## config.mk

```make
export PLATFORM = sky130hd
export DESIGN_NAME = pcm_top
export DESIGN_NICKNAME = d
export VERILOG_FILES = /design/src/rtl/pcm_pkg.sv /design/src/rtl/pcm_sync.sv /design/src/rtl/pcm_pol_fix.sv /design/src/rtl/pcm_top.sv
export SDC_FILE = /design/constraint.sdc
export NUM_CORES = 1
export LEC_CHECK = 0
export ABC_AREA = 1
export BUFFER_PORTS_ARGS = -buffer_cell sky130_fd_sc_hd__buf_2
export CELL_PAD_IN_SITES_DETAIL_PLACEMENT = 0
export CELL_PAD_IN_SITES_GLOBAL_PLACEMENT = 1
export CORE_MARGIN = 2
export CORE_UTILIZATION = 43
export CTS_CLUSTER_SIZE = 40
export DETAILED_ROUTE_END_ITERATION = 8
export PLACE_DENSITY = 0.77
export SLEW_MARGIN = 20
export SYNTH_ARGS = -nofsm -noshare
export SYNTH_HDL_FRONTEND = slang
export SYNTH_HIERARCHICAL = 1
export SYNTH_SLANG_ARGS = --single-unit
```

## constraint.sdc

```tcl
create_clock -name clk_sys -period 3 [get_ports clk_sys]
set_clock_uncertainty 0.2 [all_clocks]
set_input_delay 0.6 -clock clk_sys [delete_from_list [all_inputs] [get_ports clk_sys]]
set_output_delay 0.6 -clock clk_sys [all_outputs]
set_load 0.02 [all_outputs]
```

## src/rtl/pcm_pkg.sv

```systemverilog
// Shared constants for the copper mode control block: encodings, field masks, timing.
// Assumes a single 250 MHz system clock.
package pcm_pkg;

   localparam int CLK_MHZ = 250;
   localparam int LINK_FAIL_US = 1000;
   localparam int SMOOTH_STEP_NS = 1000;
   localparam int SMOOTH_STEP_CYC = (SMOOTH_STEP_NS * CLK_MHZ + 999) / 1000;

   localparam logic [1:0] SPD_10 = 2'h0;
   localparam logic [1:0] SPD_100 = 2'h1;
   localparam logic [1:0] SPD_1000 = 2'h2;

   localparam logic [1:0] MAC_SGMII = 2'h0;
   localparam logic [1:0] MAC_QSGMII = 2'h1;

   localparam logic [1:0] MDIX_FORCE_MDI = 2'h2;
   localparam logic [1:0] MDIX_FORCE_MDIX = 2'h3;

   localparam logic [1:0] PORT_LAST = 2'h3;
   localparam logic [5:0] ADV_GIG_MASK = 6'h30;
   localparam logic [5:0] ADV_1000FD = 6'h20;
   localparam logic [5:0] ADV_1000HD = 6'h10;
   localparam logic [5:0] ADV_100FD = 6'h08;
   localparam logic [5:0] ADV_100HD = 6'h04;
   localparam logic [5:0] ADV_10FD = 6'h02;
   localparam logic [5:0] ADV_10HD = 6'h01;
   localparam logic [2:0] DS_BASE = 3'h2;
   localparam logic [3:0] BLEND_MAX = 4'hF;

   typedef enum logic [5:0] {
      ST_START = 6'h01,
      ST_FORCED = 6'h02,
      ST_ABILITY = 6'h04,
      ST_NEXTPG = 6'h08,
      ST_LINKWAIT = 6'h10,
      ST_LINKUP = 6'h20
   } pcm_state_t;

endpackage : pcm_pkg

```

## src/rtl/pcm_sync.sv

```systemverilog
// Two-stage synchroniser for a bundle of slowly changing line-side levels.
// Assumes each bit is a level; multi-bit words are only read once stable.
`timescale 1ns/1ps
`default_nettype none
module pcm_sync #(
   parameter int W = 1
) (
   input wire logic clk_sys,
   input wire logic rst,
   input wire logic [W-1:0] d,
   output logic [W-1:0] q
);
   import pcm_pkg::*;

   logic [W-1:0] meta_reg;

   // First stage feeds only the second stage
   always_ff @(posedge clk_sys or posedge rst) begin
      if (rst) begin
         meta_reg <= '0;
         q <= '0;
      end else begin
         meta_reg <= d;
         q <= meta_reg;
      end
   end

endmodule : pcm_sync
`default_nettype wire

```

## src/rtl/pcm_pol_fix.sv

```systemverilog
// Polarity correction state for one twisted pair.
// Assumes inv_seen is already synchronised to clk_sys.
`timescale 1ns/1ps
`default_nettype none
module pcm_pol_fix (
   input wire logic clk_sys,
   input wire logic rst,
   input wire logic enable,
   input wire logic inv_seen,
   input wire logic link_ok,
   output logic inv_fixed
);
   import pcm_pkg::*;

   // Detection wins over the clear on link loss
   always_ff @(posedge clk_sys or posedge rst) begin
      if (rst) begin
         inv_fixed <= 1'b0;
      end else if (enable && inv_seen) begin
         inv_fixed <= 1'b1;
      end else if (!enable || !link_ok) begin
         inv_fixed <= 1'b0;
      end
   end
endmodule : pcm_pol_fix
`default_nettype wire

```

## src/rtl/pcm_top.sv

```systemverilog
// Copper mode control for one PHY port: address, MAC mode, negotiation, crossover, downshift, EEE, ring timing.
// Assumes software control bits come from clk_sys logic; line-side status arrives asynchronously.
// How it works
// - Address is straps shifted left with zero appended plus port index.
// - Address-reverse bit maps port index as last minus index.
// - MAC mode 00 is SGMII, 01 QSGMII, 10 and 11 reserved.
// - Fast serial lane is QSGMII or the fourth SGMII lane by mode.
// - Negotiation runs when enable bit set, off when cleared.
// - With negotiation off, speed and duplex come from the three control bits.
// - Negotiation resolves speed, duplex, master role; next pages exchanged optionally.
// - Non-negotiating partner gets speed chosen by parallel detection.
// - No gigabit link without negotiation; forcing only covers 10 and 100.
// - Auto crossover and polarity correction on at reset; two bits disable them.
// - Crossover and polarity results are reported as status outputs.
// - With forced-crossover bit zero, crossover still runs on forced 10/100 links.
// - Four pair layouts handled: straight, crossed, each with C/D swapped.
// - Polarity inversion corrected on every pair at every speed.
// - Manual field 10 forces straight, 11 crossed, 00 leaves it automatic.
// - After set count of failed gigabit tries, advertisement drops to 100M.
// - A later gigabit-capable partner restores gigabit advertisement without reset.
// - Low power idle allowed only at 100M and 1000M.
// - Reduced-amplitude 10M mode set per port.
// - Ring slave asks reference switch, freezes recovery, locks transmit frequency.
// - Ring master moves to recovered clock smoothly, only after timing lock.
`timescale 1ns/1ps
`default_nettype none
module pcm_top #(
   parameter logic [1:0] PORT_INDEX = 2'h0,
   parameter int LINK_FAIL_CYC = pcm_pkg::LINK_FAIL_US * pcm_pkg::CLK_MHZ
) (
   input wire logic clk_sys,
   input wire logic rst,
   input wire logic [3:0] phy_address_straps,
   input wire logic addr_reverse,
   input wire logic [1:0] mac_mode_sel,
   input wire logic soft_reset,
   input wire logic an_enable,
   input wire logic speed_sel_hi,
   input wire logic speed_sel_lo,
   input wire logic duplex_full,
   input wire logic [5:0] local_adv,
   input wire logic local_np,
   input wire logic local_pref_master,
   input wire logic mdix_auto_dis,
   input wire logic pol_corr_dis,
   input wire logic forced_mdix_dis,
   input wire logic [1:0] mdix_manual,
   input wire logic downshift_en,
   input wire logic [1:0] downshift_count,
   input wire logic eee_enable,
   input wire logic mac_tx_idle,
   input wire logic reduced_amplitude_10m_mode,
   input wire logic ring_res_enable,
   input wire logic lp_page_valid,
   input wire logic [5:0] lp_adv,
   input wire logic lp_np,
   input wire logic lp_np_done,
   input wire logic lp_pref_master,
   input wire logic [7:0] lp_seed,
   input wire logic lp_nlp_seen,
   input wire logic lp_100_idle,
   input wire logic lp_ring_capable,
   input wire logic line_link_ok,
   input wire logic pair_cross,
   input wire logic pair_cd_swap,
   input wire logic [3:0] pair_inv,
   input wire logic timing_lock,
   output logic [4:0] mgmt_addr,
   output logic mac_qsgmii,
   output logic lane_sgmii4,
   output logic mac_mode_reserved,
   output logic link_up,
   output logic [1:0] link_speed,
   output logic link_full_duplex,
   output logic is_master,
   output logic an_complete,
   output logic parallel_detected,
   output logic downshift_status,
   output logic mdix_crossed,
   output logic mdix_cd_swapped,
   output logic [3:0] polarity_fixed,
   output logic lpi_active,
   output logic tx_amp_reduced,
   output logic ref_switch_req,
   output logic timing_freeze,
   output logic tx_freq_lock,
   output logic [3:0] tx_clk_blend,
   output logic tx_clk_recovered
);
   import pcm_pkg::*;

   localparam int SW = 29;
   localparam int FW = $clog2(LINK_FAIL_CYC + 1);
   localparam int BW = $clog2(SMOOTH_STEP_CYC + 1);

   // Checks skip the releasing edge, whose samples still hold reset values
   logic armed_reg;

   always_ff @(posedge clk_sys or posedge rst) begin
      if (rst) begin
         armed_reg <= 1'b0;
      end else begin
         armed_reg <= 1'b1;
      end
   end

   logic [3:0] straps_s;
   logic lp_page_s, lp_np_s, lp_np_done_s, lp_pm_s, lp_nlp_s, lp_idle_s, lp_ring_s;
   logic link_ok_s, cross_s, cd_s, lock_s;
   logic [5:0] lp_adv_s;
   logic [7:0] lp_seed_s;
   logic [3:0] inv_s;

   // Line-side levels are asynchronous
   pcm_sync #(.W(SW)) u_sync (
      .clk_sys(clk_sys),
      .rst(rst),
      .d({phy_address_straps, lp_page_valid, lp_adv, lp_np, lp_np_done, lp_pref_master, lp_seed,
          lp_nlp_seen, lp_100_idle, lp_ring_capable, line_link_ok, pair_cross, pair_cd_swap, timing_lock}),
      .q({straps_s, lp_page_s, lp_adv_s, lp_np_s, lp_np_done_s, lp_pm_s, lp_seed_s,
          lp_nlp_s, lp_idle_s, lp_ring_s, link_ok_s, cross_s, cd_s, lock_s})
   );

   pcm_sync #(.W(4)) u_sync_inv (
      .clk_sys(clk_sys),
      .rst(rst),
      .d(pair_inv),
      .q(inv_s)
   );

   // Mode settings are applied at reset release and on each soft reset
   logic cfg_load_reg;
   logic an_en_act_reg;
   logic [1:0] frc_spd_act_reg;
   logic frc_fd_act_reg;

   always_ff @(posedge clk_sys or posedge rst) begin
      if (rst) begin
         cfg_load_reg <= 1'b1;
      end else begin
         cfg_load_reg <= soft_reset;
      end
   end

   always_ff @(posedge clk_sys or posedge rst) begin
      if (rst) begin
         an_en_act_reg <= 1'b1;
         frc_spd_act_reg <= SPD_10;
         frc_fd_act_reg <= 1'b0;
         mac_qsgmii <= 1'b0;
         lane_sgmii4 <= 1'b0;
         mac_mode_reserved <= 1'b0;
      end else if (cfg_load_reg) begin
         an_en_act_reg <= an_enable;
         frc_spd_act_reg <= {speed_sel_hi, speed_sel_lo};
         frc_fd_act_reg <= duplex_full;
         mac_qsgmii <= (mac_mode_sel == MAC_QSGMII);
         lane_sgmii4 <= (mac_mode_sel == MAC_SGMII);
         mac_mode_reserved <= mac_mode_sel[1];
      end
   end

   always_ff @(posedge clk_sys or posedge rst) begin
      if (rst) begin
         mgmt_addr <= 5'h00;
      end else begin
         mgmt_addr <= {straps_s, 1'b0} + {3'h0, addr_reverse ? PORT_LAST - PORT_INDEX : PORT_INDEX};
      end
   end

   // Highest common denominator: {found, speed, full duplex}
   function automatic logic [3:0] hcd(input logic [5:0] c);
      if (|(c & ADV_1000FD)) hcd = {1'b1, SPD_1000, 1'b1};
      else if (|(c & ADV_1000HD)) hcd = {1'b1, SPD_1000, 1'b0};
      else if (|(c & ADV_100FD)) hcd = {1'b1, SPD_100, 1'b1};
      else if (|(c & ADV_100HD)) hcd = {1'b1, SPD_100, 1'b0};
      else if (|(c & ADV_10FD)) hcd = {1'b1, SPD_10, 1'b1};
      else if (|(c & ADV_10HD)) hcd = {1'b1, SPD_10, 1'b0};
      else hcd = 4'h0;
   endfunction : hcd

   pcm_state_t st_reg;
   logic [FW-1:0] fail_cnt_reg;
   logic [2:0] attempts_reg;
   logic [7:0] seed_reg;
   logic gig_back;
   logic [5:0] adv_eff;
   logic [3:0] res;
   logic frc_ok;

   // A silent line marks a new partner; the same partner must not undo a downshift
   logic lp_gone_reg;

   always_ff @(posedge clk_sys or posedge rst) begin
      if (rst) begin
         lp_gone_reg <= 1'b0;
      end else if (!lp_page_s && !lp_idle_s && !lp_nlp_s) begin
         lp_gone_reg <= 1'b1;
      end else if (!downshift_status) begin
         lp_gone_reg <= 1'b0;
      end
   end

   assign gig_back = lp_gone_reg && |(lp_adv_s & ADV_GIG_MASK);
   assign adv_eff = (downshift_status && !gig_back) ? (local_adv & ~ADV_GIG_MASK) : local_adv;
   assign res = hcd(adv_eff & lp_adv_s);
   assign frc_ok = (frc_spd_act_reg == SPD_10) || (frc_spd_act_reg == SPD_100);

   always_ff @(posedge clk_sys or posedge rst) begin
      if (rst) begin
         seed_reg <= 8'h00;
      end else begin
         seed_reg <= seed_reg + 8'h01;
      end
   end

   always_ff @(posedge clk_sys or posedge rst) begin
      if (rst) begin
         st_reg <= ST_START;
         fail_cnt_reg <= '0;
         attempts_reg <= 3'h0;
         link_speed <= SPD_10;
         link_full_duplex <= 1'b0;
         is_master <= 1'b0;
         an_complete <= 1'b0;
         parallel_detected <= 1'b0;
         downshift_status <= 1'b0;
      end else if (cfg_load_reg) begin
         st_reg <= ST_START;
         an_complete <= 1'b0;
      end else begin
         case (st_reg)
            ST_START: begin
               st_reg <= an_en_act_reg ? ST_ABILITY : ST_FORCED;
            end
            ST_FORCED: begin
               link_speed <= frc_spd_act_reg;
               link_full_duplex <= frc_fd_act_reg;
               parallel_detected <= 1'b0;
               if (link_ok_s && frc_ok) begin
                  st_reg <= ST_LINKUP;
               end
            end
            ST_ABILITY: begin
               an_complete <= 1'b0;
               fail_cnt_reg <= '0;
               if (lp_page_s && res[3]) begin
                  link_speed <= res[2:1];
                  link_full_duplex <= res[0];
                  parallel_detected <= 1'b0;
                  if (local_pref_master != lp_pm_s) begin
                     is_master <= local_pref_master;
                  end else begin
                     is_master <= (seed_reg > lp_seed_s);
                  end
                  if (gig_back) begin
                     downshift_status <= 1'b0;
                  end
                  st_reg <= (local_np && lp_np_s) ? ST_NEXTPG : ST_LINKWAIT;
               end else if (!lp_page_s && lp_idle_s) begin
                  link_speed <= SPD_100;
                  link_full_duplex <= 1'b0;
                  parallel_detected <= 1'b1;
                  st_reg <= ST_LINKWAIT;
               end else if (!lp_page_s && lp_nlp_s) begin
                  link_speed <= SPD_10;
                  link_full_duplex <= 1'b0;
                  parallel_detected <= 1'b1;
                  st_reg <= ST_LINKWAIT;
               end
            end
            ST_NEXTPG: begin
               if (lp_np_done_s) begin
                  st_reg <= ST_LINKWAIT;
               end
            end
            ST_LINKWAIT: begin
               an_complete <= 1'b1;
               if (link_ok_s) begin
                  attempts_reg <= 3'h0;
                  st_reg <= ST_LINKUP;
               end else if (fail_cnt_reg == FW'(LINK_FAIL_CYC - 1)) begin
                  fail_cnt_reg <= '0;
                  st_reg <= ST_ABILITY;
                  if (link_speed == SPD_1000) begin
                     // Count failed gigabit tries only
                     if (downshift_en && (attempts_reg + 3'h1 >= DS_BASE + {1'b0, downshift_count})) begin
                        downshift_status <= 1'b1;
                        attempts_reg <= 3'h0;
                     end else begin
                        attempts_reg <= attempts_reg + 3'h1;
                     end
                  end
               end else begin
                  fail_cnt_reg <= fail_cnt_reg + FW'(1);
               end
            end
            ST_LINKUP: begin
               if (!link_ok_s) begin
                  st_reg <= an_en_act_reg ? ST_ABILITY : ST_FORCED;
               end
            end
            default: begin
               st_reg <= ST_START;
            end
         endcase
      end
   end

   always_ff @(posedge clk_sys or posedge rst) begin
      if (rst) begin
         link_up <= 1'b0;
      end else begin
         link_up <= (st_reg == ST_LINKUP) && link_ok_s;
      end
   end

   // Crossover result held while linked to avoid flipping pairs mid-frame
   logic auto_ok;
   assign auto_ok = !mdix_auto_dis && (an_en_act_reg || !forced_mdix_dis);

   always_ff @(posedge clk_sys or posedge rst) begin
      if (rst) begin
         mdix_crossed <= 1'b0;
         mdix_cd_swapped <= 1'b0;
      end else begin
         case (mdix_manual)
            MDIX_FORCE_MDI: begin
               mdix_crossed <= 1'b0;
               mdix_cd_swapped <= 1'b0;
            end
            MDIX_FORCE_MDIX: begin
               mdix_crossed <= 1'b1;
               mdix_cd_swapped <= 1'b0;
            end
            default: begin
               if (!auto_ok) begin
                  mdix_crossed <= 1'b0;
                  mdix_cd_swapped <= 1'b0;
               end else if (!link_up) begin
                  mdix_crossed <= cross_s;
                  mdix_cd_swapped <= cd_s;
               end
            end
         endcase
      end
   end

   // Polarity on every pair, independent of speed
   genvar gi;
   generate
      for (gi = 0; gi < 4; gi++) begin : g_pol
         pcm_pol_fix u_pol (
            .clk_sys(clk_sys),
            .rst(rst),
            .enable(!pol_corr_dis),
            .inv_seen(inv_s[gi]),
            .link_ok(link_ok_s),
            .inv_fixed(polarity_fixed[gi])
         );
      end
   endgenerate

   always_ff @(posedge clk_sys or posedge rst) begin
      if (rst) begin
         lpi_active <= 1'b0;
         tx_amp_reduced <= 1'b0;
      end else begin
         lpi_active <= eee_enable && link_up && mac_tx_idle && (link_speed != SPD_10);
         tx_amp_reduced <= reduced_amplitude_10m_mode && (link_speed == SPD_10);
      end
   end

   // Ring timing handover; needs a capable partner
   logic ring_gig;
   logic [BW-1:0] step_cnt_reg;
   assign ring_gig = ring_res_enable && lp_ring_s && link_up && (link_speed == SPD_1000);

   always_ff @(posedge clk_sys or posedge rst) begin
      if (rst) begin
         ref_switch_req <= 1'b0;
         timing_freeze <= 1'b0;
         tx_freq_lock <= 1'b0;
      end else begin
         ref_switch_req <= ring_gig && !is_master;
         timing_freeze <= ring_gig && !is_master;
         tx_freq_lock <= ring_gig && !is_master;
      end
   end

   // Blend ramps up one step per interval; it returns to zero at once when ring_gig, is_master or lock_s drops
   always_ff @(posedge clk_sys or posedge rst) begin
      if (rst) begin
         step_cnt_reg <= '0;
         tx_clk_blend <= 4'h0;
         tx_clk_recovered <= 1'b0;
      end else if (!(ring_gig && is_master && lock_s)) begin
         step_cnt_reg <= '0;
         tx_clk_blend <= 4'h0;
         tx_clk_recovered <= 1'b0;
      end else if (tx_clk_blend != BLEND_MAX) begin
         if (step_cnt_reg == BW'(SMOOTH_STEP_CYC - 1)) begin
            step_cnt_reg <= '0;
            tx_clk_blend <= tx_clk_blend + 4'h1;
         end else begin
            step_cnt_reg <= step_cnt_reg + BW'(1);
         end
      end else begin
         tx_clk_recovered <= 1'b1;
      end
   end
endmodule : pcm_top
`default_nettype wire

```

### After elaboration in Yosys (flattened, before gate mapping)

Index checks and enable logic that the tools add are counted.

* $add $sub $neg: 7
* magnitude comparators: 2
* equal/unequal tests: 33
* muxes and demuxes: 70
* bitwise operators: 2
* reduce and logical (&&, ||, !) cells: 60

Operator list (count)
* 6-bit 2-to-1 mux: 10
* 18-bit 2-to-1 mux: 2
* 4-bit 2-to-1 mux: 9
* 18-bit case mux with 2 select lines: 1
* 6-bit case mux with 6 select lines: 1
* 1-bit 2-to-1 mux: 28
* 1-bit logical AND: 26
* 8-bit 2-to-1 mux: 3
* 18-bit by 1-bit adder with 18-bit output (second input constant): 1
* 18-bit == test (second input constant): 1
* 2-bit nonzero test: 9
* 8-bit by 1-bit adder with 8-bit output (second input constant): 2
* 3-bit 2-to-1 mux: 5
* 2-bit != test (second input constant): 7
* 1-bit case mux with 2 select lines: 5
* 1-bit logical NOT: 9
* 3-bit != test (second input constant): 3
* 3-bit AND reduction: 3
* 8-bit == test (second input constant): 1
* 8-bit greater-than comparator: 1
* 2-bit 2-to-1 mux: 4
* 4-bit != test (second input constant): 2
* 8-bit AND reduction: 1
* 6-bit AND: 1
* other kinds (29): 39

* flip-flop bits (word level): 145
* input port bits: 63
* output and inout bits: 32
* word-level logic and storage cells: 210

### Longest topological paths before layout

Gate-level depths: netlist of run 1.

* word-level depth: 16
* depth in mapped cells: 12
* gate-level depth less buffers: 12

### By module

The synthesis of run 1 kept the hierarchy.

Modules (own cells, without submodules)
* pcm_top: instances 1, cells each 542, area each 4294.1 um^2, seq. area each 1880.6 um^2
* pcm_sync at u_sync: instances 1, cells each 59, area each 1455.1 um^2, seq. area each 1451.4 um^2
* pcm_sync at u_sync_inv: instances 1, cells each 9, area each 203.9 um^2, seq. area each 200.2 um^2
* pcm_pol_fix: instances 4, cells each 6, area each 48.8 um^2, seq. area each 25.0 um^2

### Worst setup path before layout of run 1

Ideal clock, no wire load.

* path kind: reg-to-reg
* from: reg attempts_reg[0]
* to: reg downshift_status
* library setup time: 127 ps
* data arrival time: 1679 ps
* required time: 2673 ps
* slack: 994 ps
* cell stages (with the launch flop): 13
* buffers on the path: 0
* period minus slack after synthesis: 2006 ps
* cell sequence: dfrtp_1 -> ha_1 -> xnor2_1 -> inv_1 -> ha_1 -> nand3b_1 -> nand3_1 -> nand2_1 -> nand3b_1 -> nand2_1 -> nand3_1 -> nand2_1 -> o21ai_0

* word-level cells in the longest chain between the ends: 5

RTL lines
* start, declared: line pcm_top.sv:184 `logic [2:0] attempts_reg;`
* start signal, assigned: line pcm_top.sv:291 `attempts_reg <= attempts_reg + 3'h1;`
* 3-bit by 1-bit adder with 3-bit output: line pcm_top.sv:287 `if (downshift_en && (attempts_reg + 3'h1 >= DS_BASE + {1'b0, downshift_count})) begin`
* 3-bit >= comparator: line pcm_top.sv:287
* 1-bit logical AND: line pcm_top.sv:287
* 2-bit != test (no source line)
* 8-bit AND reduction (no source line)
* end signal, assigned: line pcm_top.sv:227 `downshift_status <= 1'b0;`
* end signal, assigned: line pcm_top.sv:257 `downshift_status <= 1'b0;`
* end signal, assigned: line pcm_top.sv:288 `downshift_status <= 1'b1;`
* end, declared: line pcm_top.sv:78 `output logic downshift_status,`

No other way between the ends.
A chain may end at the register's enable or synchronous reset.

### Worst setup path in the final report of run 1

* from: reg st_reg[5]
* to: reg fail_cnt_reg[6]

* word-level cells in the longest chain between the ends: 3
* elaborated cells on any way between the ends: 6
* those cells by class: 3 x eq/ne; 1 x mux; 2 x reduce/logical

RTL lines
* start, declared: line pcm_top.sv:182 `pcm_state_t st_reg;`
* start signal, assigned: line pcm_top.sv:234 `st_reg <= an_en_act_reg ? ST_ABILITY : ST_FORCED;`
* start signal, assigned: line pcm_top.sv:259 `st_reg <= (local_np && lp_np_s) ? ST_NEXTPG : ST_LINKWAIT;`
* start signal, assigned: line pcm_top.sv:300 `st_reg <= an_en_act_reg ? ST_ABILITY : ST_FORCED;`
* 6-bit by 5-bit == test with 1-bit output / 6-bit by 3-bit == test with 1-bit output (equally long branches): line pcm_top.sv:232 `case (st_reg)`
* 2-bit != test (no source line) / 2-bit nonzero test (equally long branches)
* 3-bit AND reduction (no source line)
* end signal, assigned: line pcm_top.sv:295 `fail_cnt_reg <= fail_cnt_reg + FW'(1);`
* end, declared: line pcm_top.sv:183 `logic [FW-1:0] fail_cnt_reg;`

Parallel ways exist; a longest one is shown, timed or not.

==> metrics.csv, run 1 <==
stage,metric,value,unit
run_status,run status,completed,
detailed_routing,Vias,4596,
placed_design,I/O Buffers,94,
logic_synthesis,Area contributors post-synth,"dfrtp_1 58%, nand2_1 7.6%, inv_1 4.9%",
critical_path,WP data arrival,2.34,ns
logic_synthesis,area of the mapped netlist,6150,um^2
global_routing,antenna violations before repair,0,
clock_network,H-tree levels,4,
critical_path,Startpoint Class,register,
floorplanning,die extent in y,124,um
timing,Final Max Tran Viols,0,
global_routing,GR met2 Demand/Resource,29.6,%
layout,fill cell count,1255,
timing,worst slew pin tran,0.703,ns
flow_run,MaxCap Viol Count,0,
global_routing,grt ovf,0,
logic_synthesis,Mapped Cells,634,
detailed_routing,wire per inst,13.4,um
clock_network,TritonCTS buffer count,17,
layout,final non-filler cell total,935,
worst_hold_path,Worst Min Path Start,soft_reset,
clock_network,hold buffer count at cts,1,
layout,Final #Nets,824,
floorplanning,Die X,124,um
critical_path,reg2reg setup slack,0.75,ns
clock_network,clk root buf,clkbuf_16,
global_routing,grt peak-use layer,met2,
clock_network,# clock sinks,145,
critical_path,WP data required,3.09,ns
timing,max frequency,443,MHz
timing,setup TNS,0,ns
logic_synthesis,Synth top area share,57.8,%
logic_synthesis,Post-Syn Nets,716,
global_routing,first-pass GRT wire length,21.6,mm
timing,Slew headroom,53.1,%
layout,# diodes,0,
floorplanning,Boundary Pins,95,
timing,min Tclk post-route,2.25,ns
power,VDD IR max,0.486,mV
logic_synthesis,yosys warns,6,
logic_synthesis,syn_area_per_cell,9.70,um^2
power,PwrDens,611,nW/um^2
floorplanning,row cnt,43,
worst_hold_path,Hold Path Class,primary input to register,
placed_design,Post-Place Cells,902,
detailed_routing,post-route ant nets,0,
global_routing,met3 usage,5.49,%
detailed_routing,1st-iter DRT viols,256,
timing,unrepaired setup endpoints after global routing,false,
logic_synthesis,"Seq/Total Area, Yosys",59.1,%
critical_path,worst r2r src,st_reg[5],
clock_network,clock transition at the registers of the reported paths,0.06,ns
detailed_routing,WL final,12.5,mm
critical_path,critical path launch point,st_reg[5],
critical_path,crit end category,register,
clock_network,TritonCTS clock tree,yes,
global_routing,pin count of the biggest net entering global routing,59,
global_routing,M1 GR Usage,23.9,%
floorplanning,Initial Util,44.1,%
placed_design,HPWL Detailed,9.17,mm
clock_network,Clock Path Buffers,2,
layout,Area growth syn-to-layout,19.7,%
clock_network,post-cts sizing count,0,
floorplanning,core region area,13900,um^2
logic_synthesis,largest area contributor in the netlist,dfrtp_1,
detailed_routing,drt drc,0,
detailed_routing,1st-pass router iterations,5,
global_routing,vias in the first global route,4698,
timing,Setup-failing EPs final,0,
layout,share of cells above drive strength 1,21.2,%
logic_synthesis,Yosys reg bits,145,
global_routing,gr usage total,18.5,%
clock_network,clk_lat worst skew,0.41,ns
critical_path,WS Path Type,register to register,
critical_path,maximum fanout along the worst path,14,
detailed_routing,Vias/cell,4.92,
timing,endpoints failing hold,0,
logic_synthesis,post-synthesis cell type count,39,
placed_design,GP Congestion,0.889,
timing,fin crit share,75.2,%
clock_network,post-CTS setup repair buffer count,0,
floorplanning,full die area,15300,um^2
power,LEAKAGE,3.65,nW
[layout by cell type, fill, tap and decap left out, types with 4 or more instances in the layout]
master / Yosys / final
nand2_1: 124 / 124
o21ai_0: 31 / 31
ha_1: 19 / 19
xor2_1: 12 / 12
nor3_1: 17 / 17
buf_4: 3 / 4
nor2_1: 56 / 56
a21oi_1: 18 / 18
clkbuf_1: 4 / 5
xnor2_1: 5 / 5
buf_2: 2 / 94
o21ai_2: 10 / 10
inv_1: 81 / 79
nand3_1: 41 / 41
nand4_1: 23 / 23
nand2_2: 4 / 4
dfrtp_1: 142 / 142
clkbuf_16: 0 / 17
[report_power, final]
group | switching (mW) | internal, mW | leakage, nW
clock | 0.800 | 1.07 | 0.246
combinational | 0.295 | 0.170 | 1.61
sequential | 0.0834 | 2.08 | 1.79
total | 1.18 | 3.32 | 3.65
[final cells by class]
class / count / area [um^2] / area share [%]
tap: 180 / 225 / 3.06
clock inverter: 10 / 80.1 / 1.09
timing repair buffer: 100 / 531 / 7.21
multi-input combinational: 395 / 2130 / 29.0
clock buffer: 22 / 444 / 6.04
inverter: 83 / 312 / 4.23
sequential: 145 / 3630 / 49.4
[critical path: stages (launching register included)]
cell and delay [ns]:
dfrtp_1 0.44, nor2_2 0.25, nand4_2 0.30, nand2_1 0.23
nand2_2 0.07, inv_2 0.21, nand2_1 0.22, o21ai_0 0.13
nor2_1 0.08
[synthesized netlist by cell type]
master and instances:
dfrtp_1 142, nand2_1 124, inv_1 81, nor2_1 56
nand3_1 41, o21ai_0 31, nand4_1 23, ha_1 19
a21oi_1 18, nor3_1 17, xor2_1 12, o21ai_2 10
xnor2_1 5, clkbuf_1 4, nand2_2 4, buf_4 3
dfstp_2 3, nand3b_1 3, nor2_2 3, nor2_4 3
o21ai_1 3, o22ai_1 3, a21boi_0 2, a21oi_2 2
a22o_1 2, buf_2 2, buf_6 2, nor3b_1 2
o21a_1 2, o31ai_1 2, or2_2 2, a31o_2 1
clkinv_1 1, inv_2 1, nand4_2 1, nor3_4 1
nor4_1 1, o21bai_1 1, o31ai_2 1
[metrics by stage]
step | cell area, um^2 | setup slack [ns] | hold WS, ns | util [%] | power (mW)
floorplan | 6150 | 0.295 | 0.129 | - | 2.49
global placement | 6820 | 0.759 | 0.131 | 49.0 | 2.66
detailed placement | 6820 | 0.769 | 0.135 | 49.0 | 2.67
CTS | 7360 | 0.747 | 0.0646 | 52.8 | 4.57
global route | 7360 | 0.563 | 0.0577 | 52.8 | 4.74
finish | 7360 | 0.745 | 0.0848 | 52.8 | 4.50
[per-layer routing]
layer | routed length, um | vias up | part of all wire, %
met5 | 0 | - | 0
met4 | 160 | 0 | 1.3
met3 | 627 | 11 | 5.0
met2 | 6080 | 101 | 49
met1 | 5670 | 2195 | 45
li1 | - | 2289 | -
[worst paths after layout]
path | endpoint | cells past startpoint
min in group asynchronous | g_pol[2].u_pol/inv_fixed | 3
max in group asynchronous | cfg_load_reg | 4
hold reg to reg | u_sync/q[9] | 0
setup / recovery | fail_cnt_reg[6] | 8
setup reg to reg | fail_cnt_reg[6] | 8
hold / removal | cfg_load_reg | 1
[kinds of logic (layout without fill, tap and decap cells)]
| group | count (synthesis) | in the layout | synth area share (%) |
|---|---|---|---|
| fa+ha+maj | 19 | 19 | 3.87 |
| buf+inv | 94 | 215 | 6.21 |
| compound gates | 78 | 78 | 7.73 |
| flops | 145 | 145 | 59.1 |
| simple gates | 281 | 281 | 20.7 |
| xor+xnor | 17 | 17 | 2.42 |
Power figures use the tool's default switching activity.
==> run 2: changes to the inputs <==
CORE_UTILIZATION = 39   (was 43)
PLACE_DENSITY = 0.73   (was 0.77)
clock period = 2 ns   (was 3 ns; I/O delays follow)
==> metrics.csv, run 2 (same netlist as run 1, synthesis figures left out) <==
stage,metric,value,unit,change
critical_path,Startpoint Class,register,,
run_status,failing checks,negative setup slack,,
power,Power Total,7.49,mW,+67%
floorplanning,Boundary Pins,95,,unchanged
floorplanning,Initial Util,40.1,%,-4.0 points
layout,fin util,54.6,%,+1.8 points
global_routing,grt ovf,0,,unchanged
timing,setup TNS,-0.0841,ns,-0.0841 ns
detailed_routing,drt drc,0,,unchanged
clock_network,clock transition at the registers of the reported paths,0.06,ns,about the same
flow_run,MaxCap Viol Count,0,,unchanged
layout,most frequent cells in the layout,"141 x dfrtp_1, 122 x nand2_1, 94 x buf_2",,
detailed_routing,WL final,13.6,mm,+8.1%
detailed_routing,Vias/cell,4.65,,-5.4%
critical_path,CP max-delay cell,dfrtp_1,,
timing,worst slew pin tran,0.431,ns,-0.272 ns
floorplanning,full die area,16800,um^2,+9.9%
global_routing,pin count of the biggest net entering global routing,76,,+29%
critical_path,CP dominant cell by count,nand2_1,,
layout,Area growth syn-to-layout,36.0,%,
critical_path,maximum fanout along the worst path,3,,-11
layout,# diodes,0,,unchanged
clock_network,TritonCTS clock tree,yes,,
layout,share of cells above drive strength 1,27.0,%,+5.8 points
detailed_routing,1st-iter DRT viols,270,,+5.5%
worst_hold_path,Hold Path Class,primary input to register,,
clock_network,clk root buf,clkbuf_16,,
detailed_routing,wire per inst,13.0,um,-3.3%
layout,"most common cell after layout, fill and taps aside",dfrtp_1,,
clock_network,TritonCTS buffer count,17,,unchanged
floorplanning,Die X,130,um,+4.8%
floorplanning,core region area,15300,um^2,+9.9%
timing,max frequency,480,MHz,+8.2%
global_routing,gr usage total,17.4,%,-1.1 points
clock_network,clk_lat worst skew,0.42,ns,about the same
detailed_routing,1st-pass router iterations,4,,-1
timing,Final Max Tran Viols,0,,unchanged
placed_design,I/O Buffers,94,,unchanged
global_routing,antenna violations before repair,0,,unchanged
critical_path,"critical path, cell by cell","ha_2, xnor2_2, inv_2, ha_4, nand3b_1, nand3_1, nand2_1, nand3b_1, nand2_1, nand3_2, nand2_1, o21ai_1",,
floorplanning,die extent in y,130,um,+4.8%
floorplanning,row cnt,45,,+4.7%
global_routing,vias in the first global route,4912,,+4.6%
detailed_routing,post-route ant nets,0,,unchanged
run_status,run status,"finished, violations left",,
critical_path,crit end category,register,,
critical_path,WP data required,2.08,ns,-1.01 ns
timing,fin crit share,104,%,+29 points
critical_path,Crit path largest cell delay,0.39,ns,-0.05 ns
clock_network,Clock Path Buffers,2,,unchanged
global_routing,first-pass GRT wire length,22.9,mm,+5.9%
timing,unrepaired setup endpoints after global routing,true,,
power,VDD IR max,0.725,mV,+49%
timing,Hold WS,0.0108,ns,-0.0740 ns
clock_network,H-tree levels,4,,unchanged
placed_design,HPWL Detailed,9.81,mm,+6.9%
timing,fin worst setup slack,-0.0841,ns,-0.829 ns
power,LEAKAGE,4.07,nW,+11%
layout,Final #Nets,903,,+9.6%
critical_path,WP data arrival,2.17,ns,-0.17 ns
timing,min Tclk post-route,2.08,ns,-0.171 ns
timing,endpoints failing hold,0,,unchanged
critical_path,WS Path Type,register to register,,
timing,Setup-failing EPs final,1,,+1
critical_path,reg2reg setup slack,-0.08,ns,-0.83 ns
layout,fill cell count,1415,,+13%
placed_design,GP Congestion,0.890,,about the same
timing,Slew headroom,71.2,%,+18 points
power,PwrDens,895,nW/um^2,+47%
clock_network,# clock sinks,145,,unchanged
detailed_routing,Vias,4858,,+5.7%
==> run 2: changes by cell type in the layout (fill, tap and decap cells not counted), sizes merged <==
| cell | change |
|---|---|
| dlygate4sd3 | +41 |
| buf | +38 |
| clkinvlp | +2 |
| clkinv | -2 |
| clkbuf | -3 |
| bufinv | +3 |
==> run 2: worst max-delay path, delay by kind of cell, from the launching register on <==
kind                     cells  cell delay [ns]
buffers and inverters        1             0.07
AO/OA/AOI/OAI                1             0.06
AND/OR/NAND/NOR              7             0.57
XOR/XNOR                     1             0.16
flip-flops                   1             0.39
adder cells (fa/ha/maj)      2             0.48
==> run 2: path summary, 6_finish.rpt <==
path | startpoint | end | cells after the start
worst max-delay path | attempts_reg[1] | downshift_status | 12
worst min-delay path | mac_mode_sel[0] | lane_sgmii4 | 2
worst max register to register | attempts_reg[1] | downshift_status | 12
worst min register to register | u_sync/meta_reg[23] | u_sync/q[23] | 0
max in group asynchronous | rst | u_sync/q[27] | 4
min in group asynchronous | rst | g_pol[1].u_pol/inv_fixed | 3
==> run 2: report_power, final <==
| group | internal [mW] | total, mW | switching [mW] |
|---|---|---|---|
| Sequential | 3.12 | 3.23 | 0.103 |
| Clock | 2.05 | 3.29 | 1.24 |
| Combinational | 0.436 | 0.970 | 0.534 |
| Total | 5.61 | 7.49 | 1.88 |
==> run 2: through the flow <==
| step | cell area [um^2] | cells | setup WS (ns) |
|---|---|---|---|
| finish | 8360 | 1045 | -0.0841 |
| global route | 8360 | 1045 | -0.196 |
| CTS | 8210 | 1038 | -0.0975 |
| detailed placement | 7120 | 963 | -0.155 |
| global placement | 7120 | 963 | -0.0357 |
| floorplan | 6160 | 634 | 0.0109 |
==> run 2: layout make-up <==
| cell class | instances | area, um^2 | area share [%] |
|---|---|---|---|
| flip-flops and latches | 145 | 3630 | 43.4 |
| multi-input cells | 395 | 2260 | 27.1 |
| repair buffers | 179 | 1250 | 15.0 |
| clock buffers | 19 | 453 | 5.42 |
| inverters | 83 | 323 | 3.86 |
| well taps | 211 | 264 | 3.16 |
| clock inverters | 13 | 171 | 2.05 |
==> run 2: timing repair <==
item                                    CTS  global route
hold buffers                             42             0
buffers inserted                          1             7
gates resized for setup                   8            22
endpoints found under the setup margin    5            23
pin swaps                                 5            13
endpoints found under the hold margin    90             0
==> run 2: routing by layer <==
metal  global-route usage, %  vias to the layer above  routed length, um
met1                    22.4                     2339               6040
met2                    29.2                       78               6980
met5                       0                        -                  0
li1                        -                     2434                  -
met4                    5.82                        0                111
met3                    4.05                        7                423
